## src/logic/ioa_pkg.sv

```systemverilog
// Constants for the per-stream input offset alignment block
package ioa_pkg;
  localparam int NUM_STREAMS = 16;
  localparam int NIBBLE_W = 4;
  localparam int OFFSET_W = 3;
  localparam int REG_W = 16;
  localparam int NUM_OFF_REGS = 4;
  localparam int CFG_W = NUM_STREAMS * NIBBLE_W;
  localparam int ADDR_W = 8;
  localparam int IDX_W = ADDR_W - 2;
  // Register indices; byte address is four times the index
  localparam logic [IDX_W-1:0] IDX_OFF0 = 6'h03;
  localparam logic [IDX_W-1:0] IDX_OFF3 = 6'h06;
  localparam logic [IDX_W-1:0] IDX_CTRL = 6'h07;
  localparam logic [IDX_W-1:0] IDX_IMPORT = 6'h08;
  // Nibble layout
  localparam int DLE_POS = 0;
  localparam int OFF_LSB = 1;
  // Control register
  localparam int CTRL_GCI_BIT = 0;
  // Import register layout
  localparam int IMP_DELAY_LSB = 0;
  localparam int IMP_HALF_BIT = 3;
  localparam int IMP_STREAM_LSB = 4;
  localparam logic [REG_W-1:0] OFF_RESET = 16'h0000;
  localparam logic [3:0] MAX_SHIFT_HALVES = 4'h9;

  // Measured delay to offset nibble
  function automatic logic [NIBBLE_W-1:0] to_nibble(
    input logic [OFFSET_W-1:0] measured_delay_low,
    input logic                half_period_flag);
    to_nibble = {measured_delay_low, ~half_period_flag};
  endfunction

  // Shift in half clock periods: offset whole periods plus one half when latch bit set
  function automatic logic [3:0] shift_halves(
    input logic [NIBBLE_W-1:0] nib);
    shift_halves = {nib[NIBBLE_W-1:OFF_LSB], 1'b0} + {3'h0, nib[DLE_POS]};
  endfunction
endpackage

```

## src/logic/ioa_input_stream_offset_alignment.sv

```systemverilog
// Per-stream input frame offset alignment with APB register access
`timescale 1ns/10ps

// Function
// - Each of sixteen streams has its own 3-bit offset and latch-edge bit.
// - Offset sets delay from frame pulse until bit 0 is captured.
// - Input offset reaches at most 4.5 clock periods after frame pulse; the registers accept offset 7 with latch bit set, up to 7.5 periods.
// - Standard mode: cleared bit samples rising edge, set bit falling edge.
// - GCI mode: cleared bit samples falling edge, set bit rising edge.
// - Shift equals offset periods plus half period when latch bit set.
// - Zero offset and zero latch bit apply no shift; default setting.
// - Measured delay low bits give offset; half flag low sets latch bit.
// - All offset registers clear to zero on reset.
module ioa_input_stream_offset_alignment #(
  parameter int HALF_DIV = 4,
  parameter int CNT_W    = 16
)(
  input  wire logic                     pclk,
  input  wire logic                     presetn,
  input  wire logic                     psel,
  input  wire logic                     penable,
  input  wire logic                     pwrite,
  input  wire logic [ioa_pkg::ADDR_W-1:0] paddr,
  input  wire logic [31:0]              pwdata,
  output logic      [31:0]              prdata,
  output logic                          pready,
  output logic                          pslverr,
  input  wire logic                     frame_pulse_in_n,
  input  wire logic [15:0]              rx_in,
  output logic      [15:0]              rx_data,
  output logic      [15:0]              rx_strobe,
  output logic      [15:0]              rx_bit0,
  output logic      [15:0]              sample_falling
);
  localparam int NS = ioa_pkg::NUM_STREAMS;
  localparam int NW = ioa_pkg::NIBBLE_W;
  localparam int RW = ioa_pkg::REG_W;
  localparam logic [CNT_W-1:0] HALF_LAST = CNT_W'(HALF_DIV - 1);
  localparam logic [CNT_W-1:0] CNT_MAX = {CNT_W{1'b1}};

  logic [ioa_pkg::CFG_W-1:0] cfg_q;
  logic [ioa_pkg::CFG_W-1:0] cfg_d;
  logic                      gci_q;
  logic                      fp_s1_q;
  logic                      fp_s2_q;
  logic                      fp_s3_q;
  logic [NS-1:0]             rx_s1_q;
  logic [NS-1:0]             rx_s2_q;
  logic [CNT_W-1:0]          div_q;
  logic [CNT_W-1:0]          half_q;
  logic                      run_q;
  logic                      step_q;
  logic                      no_wr_q;

  // Bus decode
  wire [ioa_pkg::IDX_W-1:0] idx = paddr[ioa_pkg::ADDR_W-1:2];
  wire setup   = psel & ~penable;
  wire access  = psel & penable & pready;
  wire hit_off = (idx >= ioa_pkg::IDX_OFF0) && (idx <= ioa_pkg::IDX_OFF3);
  wire hit_ctl = idx == ioa_pkg::IDX_CTRL;
  wire hit_imp = idx == ioa_pkg::IDX_IMPORT;
  wire mapped  = hit_off | hit_ctl | hit_imp;
  wire wr      = access & pwrite;
  wire wr_off  = wr & hit_off;
  wire wr_ctl  = wr & hit_ctl;
  wire wr_imp  = wr & hit_imp;
  wire [1:0] reg_sel = 2'(idx - ioa_pkg::IDX_OFF0);
  wire [3:0] imp_stream = pwdata[ioa_pkg::IMP_STREAM_LSB +: 4];
  wire [NW-1:0] imp_nib = ioa_pkg::to_nibble(
    pwdata[ioa_pkg::IMP_DELAY_LSB +: ioa_pkg::OFFSET_W],
    pwdata[ioa_pkg::IMP_HALF_BIT]);
  wire [RW-1:0] off_word = cfg_q[{reg_sel, 4'h0} +: RW];
  wire [31:0] rd_word =
    hit_off ? {16'h0000, off_word} :
    hit_ctl ? {31'h00000000, gci_q} : 32'h00000000;

  // Config write and measurement import
  always_comb
  begin
    cfg_d = cfg_q;
    if (wr_off)
      cfg_d[{reg_sel, 4'h0} +: RW] = pwdata[RW-1:0];
    if (wr_imp)
      cfg_d[{imp_stream, 2'h0} +: NW] = imp_nib;
  end

  always_ff @(posedge pclk or negedge presetn)
  begin
    if (!presetn)
    begin
      cfg_q <= {ioa_pkg::NUM_OFF_REGS{ioa_pkg::OFF_RESET}};
      gci_q <= 1'b0;
    end
    else
    begin
      cfg_q <= cfg_d;
      if (wr_ctl)
        gci_q <= pwdata[ioa_pkg::CTRL_GCI_BIT];
    end
  end

  // APB answer: ready in the first access cycle
  always_ff @(posedge pclk or negedge presetn)
  begin
    if (!presetn)
    begin
      pready  <= 1'b0;
      pslverr <= 1'b0;
      prdata  <= 32'h00000000;
    end
    else
    begin
      pready  <= setup;
      pslverr <= setup & ~mapped;
      if (setup)
        prdata <= rd_word;
    end
  end

  // Pin synchronisers
  always_ff @(posedge pclk or negedge presetn)
  begin
    if (!presetn)
    begin
      fp_s1_q <= 1'b1;
      fp_s2_q <= 1'b1;
      fp_s3_q <= 1'b1;
      rx_s1_q <= 16'h0000;
      rx_s2_q <= 16'h0000;
    end
    else
    begin
      fp_s1_q <= frame_pulse_in_n;
      fp_s2_q <= fp_s1_q;
      fp_s3_q <= fp_s2_q;
      rx_s1_q <= rx_in;
      rx_s2_q <= rx_s1_q;
    end
  end

  // Half period timebase restarted by the frame pulse
  wire fp_edge   = fp_s3_q & ~fp_s2_q;
  wire half_tick = div_q == HALF_LAST;
  wire advance   = half_tick & run_q & (half_q != CNT_MAX);

  always_ff @(posedge pclk or negedge presetn)
  begin
    if (!presetn)
    begin
      div_q  <= '0;
      half_q <= '0;
      run_q  <= 1'b0;
      step_q <= 1'b0;
    end
    else
    begin
      div_q  <= (fp_edge | half_tick) ? '0 : div_q + 1'b1;
      run_q  <= run_q | fp_edge;
      step_q <= fp_edge | advance;
      if (fp_edge)
        half_q <= '0;
      else if (advance)
        half_q <= half_q + 1'b1;
    end
  end

  always_ff @(posedge pclk or negedge presetn)
  begin
    if (!presetn)
      no_wr_q <= 1'b1;
    else if (wr_off | wr_imp)
      no_wr_q <= 1'b0;
  end

  // Per-stream capture
  for (genvar s = 0; s < NS; s++)
  begin : g_stream
    wire [NW-1:0] nib = cfg_q[s*NW +: NW];
    wire [3:0] sh = ioa_pkg::shift_halves(nib);
    wire [CNT_W-1:0] sh_w = CNT_W'(sh);
    wire at_bit0 = half_q == sh_w;
    wire on_cell = (half_q >= sh_w) && (half_q[0] == sh[0]);
    wire edge_f  = nib[ioa_pkg::DLE_POS] ^ gci_q;

    always_ff @(posedge pclk or negedge presetn)
    begin
      if (!presetn)
      begin
        rx_data[s]        <= 1'b0;
        rx_strobe[s]      <= 1'b0;
        rx_bit0[s]        <= 1'b0;
        sample_falling[s] <= 1'b0;
      end
      else
      begin
        rx_strobe[s]      <= step_q & on_cell;
        rx_bit0[s]        <= step_q & at_bit0;
        sample_falling[s] <= edge_f;
        if (step_q & on_cell)
          rx_data[s] <= rx_s2_q[s];
      end
    end

  end
endmodule

```

## config.mk

```make
export PLATFORM = sky130hd
export DESIGN_NAME = ioa_input_stream_offset_alignment
export DESIGN_NICKNAME = d
export VERILOG_FILES = /design/src/logic/ioa_pkg.sv /design/src/logic/ioa_input_stream_offset_alignment.sv
export SDC_FILE = /design/constraint.sdc
export NUM_CORES = 1
export LEC_CHECK = 0
export ABC_AREA = 1
export BUFFER_PORTS_ARGS = -buffer_cell sky130_fd_sc_hd__buf_2
export CAP_MARGIN = 0
export CORE_UTILIZATION = 55
export CTS_CLUSTER_DIAMETER = 50
export DETAILED_ROUTE_END_ITERATION = 10
export GPL_TIMING_DRIVEN = 0
export PLACE_DENSITY = 0.73
export SYNTH_ARGS = -nofsm -noshare
export SYNTH_HDL_FRONTEND = slang
export SYNTH_SLANG_ARGS = --single-unit
```

## constraint.sdc

```tcl
create_clock -name pclk -period 2.75 [get_ports pclk]
set_clock_uncertainty 0.05 [all_clocks]
set_input_delay 0.275 -clock pclk [delete_from_list [all_inputs] [get_ports pclk]]
set_output_delay 0.275 -clock pclk [all_outputs]
set_load 0.02 [all_outputs]
```

==> reports/results.ini, run 1 <==
[grt]
gr-total-overflow=0
grt_max_degree=79
track_usage_pct=34.1
grt_pass1_wl_um=59000
grt_pass1_vias=10896
antenna_found_initial=0

[outcome]
status=finished clean

[clock_tree]
cts-root-buf=clkbuf_16
cts_tree=yes
clk_latency_ps=560
post_cts_buffers=0
clockBufferDepth=3
clk_pin_slew_ps=60
cts.htree.levels=1
cts_buffers=29
cts.sink_count=216

[floorplanning]
initial_core_util_pct=56.4
rows=54
dieHeight_um=152
core-area_um2=21900
die_area_um2=23000
io-pin-count=160
die_w_um=152

[placed_design]
gp_congestion=0.982
dpl-instance-area_um2=13400
dp_cells=2062
io_buffers=124
dpl.hpwl_um=29100

[setup_path]
criticalPathCategory=flop to flop
critPathLaunchType=flop
r2r-end=rx_bit0[14]
arrival_ps=2970
rr_startpoint=half_q[12]
ff2ff_setup_slack_ps=200
required_ps=3170
critPathMaxFanout=10
end_kind=flop
worst_r2r_path_depth=6

[min_path]
hold_depth=3
min_to=cfg_q[11]
hold_path.class=input pin to flop
hold_start=pwdata[2]

[synthesis]
netlist_top_cells_area=dfrtp_1 43%, nand2_1 14%, nor2_1 8.1%
ys_ff_latch=216
yosys.area.top_type=dfrtp_1
yosysTopAreaCellShare_pct=43.2
async_reset_ff_share_pct=100
synth_cell_type_count=35
synth_area_um2=12300
postSynthAreaPerCell_um2=7.52
ys.flop_type=dfrtp_1
yosysWarnings=0
synth_cells=1641
ys_seq_area_share_pct=43.8
synth_edf_count=0

[route]
drc=0
viasPerCell=5.44
drt.antenna.violating_nets=0
drt_pass1_iterations=6
initialDrtViolationCount=947
routed_wl_um=38700
wl_met1_um=16700
top_layer_used=met4
routed-wl-met2_um=17200
vias=11620
wl_per_cell_um=18.1
wl_met3_um=3570

[finish]
layout.nets=1971
fin_cells=2137
syn_to_final_growth_pct=18.8
fin_area_um2=14700
antenna_cells=0
nFillCells=1902
drive_above_1_share_pct=12.2

[power_and_ir_drop]
power_density_nw_per_um2=691
peakVddDrop_mv=0.524
power.leakage_nw=8.59
total_power_mw=10.1

[sta]
worstMarginPinSlew_ps=818
max_freq_mhz=393
slew_headroom_pct=45.3
maxSlewViolCount=0
finalSetupViolations=0
fin_crit_sh_pct=92.6
rsz0062_at_grt=no
setup_tns_ps=0
timing_hold_violations_final=0
min_period_ps=2550
fin_hold_ws_ps=37.6

[job]
max_cap_viol_count=0

how the worst max path moves through the flow:
| stage | cells after the start | slack, ps | startpoint | endpoint |
|---|---|---|---|---|
| 2_1_floorplan | 8 | 750 | half_q[1] | half_q[10] |
| 3_3_place_gp | 1 | -2300 | presetn | rx_s1_q[0] |
| 3_5_place_dp | 8 | 50 | half_q[1] | half_q[8] |
| 4_1_cts | 8 | 10 | half_q[1] | half_q[8] |
| 5_1_grt | 8 | 60 | half_q[1] | half_q[8] |
| 6_report | 6 | 200 | half_q[12] | rx_bit0[14] |
synth_stat cells, types with 4 or more instances:
library cell,n
o21ai_0,20
a22o_1,13
ha_1,74
dfrtp_1,213
nor3_1,14
a21o_1,15
o21bai_1,15
inv_1,211
nand3b_1,8
buf_4,17
nand2_1,446
clkbuf_1,25
o2111ai_1,11
nand4_1,50
inv_2,4
o22ai_1,7
a21oi_1,13
xor2_1,28
nand3_1,147
nor2_1,265
buf_2,18
layout by cell type (no fill, tap or decap), drive strengths merged, types with 13 or more instances in the layout:
master / netlist / layout
dfrtp: 213 / 213
dlygate4sd3: 0 / 22
nor3: 14 / 14
a21oi: 13 / 13
a22o: 13 / 13
o21bai: 15 / 15
conb: 1 / 16
nor2: 268 / 268
clkbuf: 25 / 62
nand3: 147 / 147
ha: 74 / 74
a21o: 15 / 15
nand4: 51 / 51
nand2: 447 / 447
o21ai: 20 / 20
inv: 215 / 222
buf: 37 / 163
xor2: 28 / 28
state kept, by name, summed over array words and instances, names as in the netlist:
register	flops
sample_falling	16
rx_strobe	16
cfg_q	64
div_q	16
fp_s3_q	1
pslverr	1
rx_s2_q	16
fp_s1_q	1
rx_data	16
gci_q	1
prdata	16
rx_bit0	16
rx_s1_q	16
step_q	1
half_q	16
pready	1
fp_s2_q	1
run_q	1
cells by family after synthesis:
group | count (synthesis) | synth area share (%)
compound gates | 98 | 5.43
xor+xnor | 30 | 2.13
fa+ha+maj | 74 | 7.50
buf+inv | 279 | 9.19
flops | 216 | 43.8
other cells | 1 | 0.0304
simple gates | 943 | 31.9
where the power goes:
part	total (mW)	internal [mW]	switching [mW]	leakage (nW)
clock	3.84	2.30	1.54	0.483
sequential	3.75	3.55	0.200	2.85
combinational	2.53	0.822	1.71	5.26
layout make-up:
cell class | instances | area [um2] | share of cell area [%]
multi-input combinational | 1161 | 5850 | 39.9
clock buffer | 37 | 806 | 5.50
timing repair buffer | 148 | 906 | 6.18
clock inverter | 16 | 193 | 1.31
sequential | 216 | 5410 | 36.9
buffer | 62 | 319 | 2.18
inverter | 217 | 815 | 5.56
tap | 280 | 350 | 2.39
layer usage:
metal	vias to the layer above	global-route usage, %
li1	5586	-
met1	5435	47.2
met2	515	53.7
met3	84	6.23
met4	0	11.3
met5	-	0
repair_timing:
action / 4_1_cts / 5_1_grt
gates resized for setup: 0 / 3
setup endpoints to repair: 0 / 10
hold buffers: 22 / 0
hold endpoints to repair: 87 / 0
through the flow:
stage | utilization [%] | worst slack, ps
floorplan | - | 751
global placement | 61.1 | -2300
detailed placement | 61.4 | 46.0
CTS | 66.9 | 11.6
global route | 66.9 | 56.9
finish | 66.9 | 204
critical path: stages, from the launching register on:
cell,delay [ps]
dfrtp_1,450
nor2_1,130
nand2_1,100
nor2_1,650
nand2_1,440
clkbuf_1,400
nor2_1,230
Power figures use the tool's default switching activity.
==> inputs of run 2 (changes only) <==
- CORE_UTILIZATION: 55 -> 59
- PLACE_DENSITY: 0.73 -> 0.78
==> run 2 against run 1 <==
Effect of this change: non-clock buffer count decreased by 3; sequential power hardly changed; cell area shrank 0.47%; first-iteration DRC count increased by 17%; combinational power about the same; sequential cell count unchanged; register-to-register slack about the same; highest routed layer unchanged; routed wire length decreased by 1.4%; core utilization is 4.7 points higher; worst setup slack lost 4.4 ps; critical endpoint is now rx_bit0[5]; die area shrank 6.7%.
==> reports/results.ini, run 2 (synthesis gave the netlist of run 1 again) <==
[outcome]
status=finished clean

[sta]
setup_tns_ps=0
maxSlewViolCount=0
finalSetupViolations=0
fin_crit_sh_pct=92.7
max_freq_mhz=392
fin_ws_ps=200
slew_headroom_pct=40.5
timing_hold_violations_final=0
min_period_ps=2550
rsz0062_at_grt=no
worstMarginPinSlew_ps=892

[clock_tree]
clockBufferDepth=3
cts.sink_count=216
cts_tree=yes
clk_latency_ps=550
clk_pin_slew_ps=60
cts_buffers=28
cts.htree.levels=1
post_cts_buffers=0
cts-root-buf=clkbuf_16

[setup_path]
critPathLaunchType=flop
required_ps=3150
arrival_ps=2950
critPathMaxFanout=10
criticalPathCategory=flop to flop
end_kind=flop

[grt]
grt_pass1_vias=11193
top_usage_layer=met2
grt_pass1_wl_um=59800
track_usage_pct=36.0
grtUsageMet2_pct=54.9
grt_max_degree=129
met1_usage_pct=50.4
use_met3_pct=6.69
gr-total-overflow=0
antenna_found_initial=0

[job]
max_cap_viol_count=0

[power_and_ir_drop]
power_density_nw_per_um2=692
power.leakage_nw=8.56
peakVddDrop_mv=0.508
total_power_mw=10.1

[min_path]
hold_path.class=input pin to flop

[finish]
final_common_cell=nand2_1
nFillCells=1693
fin_cells=2123
ff_latch_area_um2=5410
largest_reg_flops=64
multi_input_area_um2=5850
syn_to_final_growth_pct=18.2
utilization_pct=71.6
final_cell_mix=446 x nand2_1, 265 x nor2_1, 211 x inv_1, 210 x dfrtp_1, 147 x nand3_1
drive_above_1_share_pct=12.0
antenna_cells=0
layout.nets=1967
regMostFlops=cfg_q

[placed_design]
dp_cells=2051
io_buffers=124
pre_cts_slack_ps=5.59
gp_congestion=1.03
dpl.hpwl_um=28500

[route]
vias=11725
wl_per_cell_um=18.0
drt_pass1_iterations=8
initialDrtViolationCount=1108
routed_wl_um=38200
drt.antenna.violating_nets=0
drc=0
viasPerCell=5.52

[floorplanning]
die_area_um2=21500
initial_core_util_pct=60.6
io-pin-count=160
dieHeight_um=147
rows=52
die_w_um=147
core-area_um2=20400

run 2: cell count changes in the layout (fill, tap and decap cells not counted), sizes merged:
| cell | before | now |
|---|---|---|
| buf | 163 | 162 |
| bufinv | 2 | 3 |
| clkbuf | 62 | 61 |
| clkinv | 6 | 8 |
| clkinvlp | 3 | 2 |
| dlygate4sd3 | 22 | 20 |
| inv | 222 | 220 |
run 2: cell type report:
cell class / instances / share of cell area, %
flip-flops and latches: 216 / 37.1
repair buffers: 145 / 5.88
multi-input cells: 1161 / 40.1
clock buffers: 36 / 5.36
inverters: 217 / 5.58
well taps: 270 / 2.32
plain buffers: 62 / 2.19
clock inverters: 16 / 1.42
run 2: routing by layer:
layer | wire [um] | up-vias
li1 | - | 5572
met1 | 16300 | 5467
met4 | 1610 | 0
met3 | 3530 | 92
met2 | 16700 | 594
met5 | 0 | -
run 2: path summary, 6_finish.rpt:
| check | startpoint | end | slack (ps) | cells after the start |
|---|---|---|---|---|
| min in group asynchronous | presetn | rx_s2_q[7] | 300 | 2 |
| max in group asynchronous | presetn | half_q[2] | 1300 | 3 |
| worst min register to register | rx_s1_q[6] | rx_s2_q[6] | 300 | 0 |
| worst max-delay path | half_q[12] | rx_bit0[5] | 200 | 6 |
| worst min-delay path | pwdata[1] | cfg_q[58] | 5 | 3 |
| worst max register to register | half_q[12] | rx_bit0[5] | 200 | 6 |
run 2: what timing repair did:
action / in CTS / in global routing
hold buffers: 20 / 0
hold endpoints to repair: 106 / 0
setup endpoints to repair: 0 / 16
gates resized for setup: 0 / 3
run 2: power breakdown:
group          switching (mW)  internal [mW]  leakage [nW]  total [mW]
clock network            1.50           2.33         0.480        3.83
logic                    1.71          0.818          5.24        2.52
registers               0.199           3.54          2.85        3.74
run 2: critical path, stage by stage (launching register included):
cell      delay [ps]
dfrtp_1          450
nor2_1           130
nand2_1          100
nor2_1           680
nand2_1          430
clkbuf_1         430
nor2_1           200
run 2: per-stage QoR:
stage / hold WS [ps] / instance area [um2]
6_report: 5.30 / 14600
5_1_grt: 29.4 / 14600
4_1_cts: 8.94 / 14600
3_5_place_dp: 280 / 13400
2_1_floorplan: -70.6 / 12400
3_3_place_gp: 282 / 13400
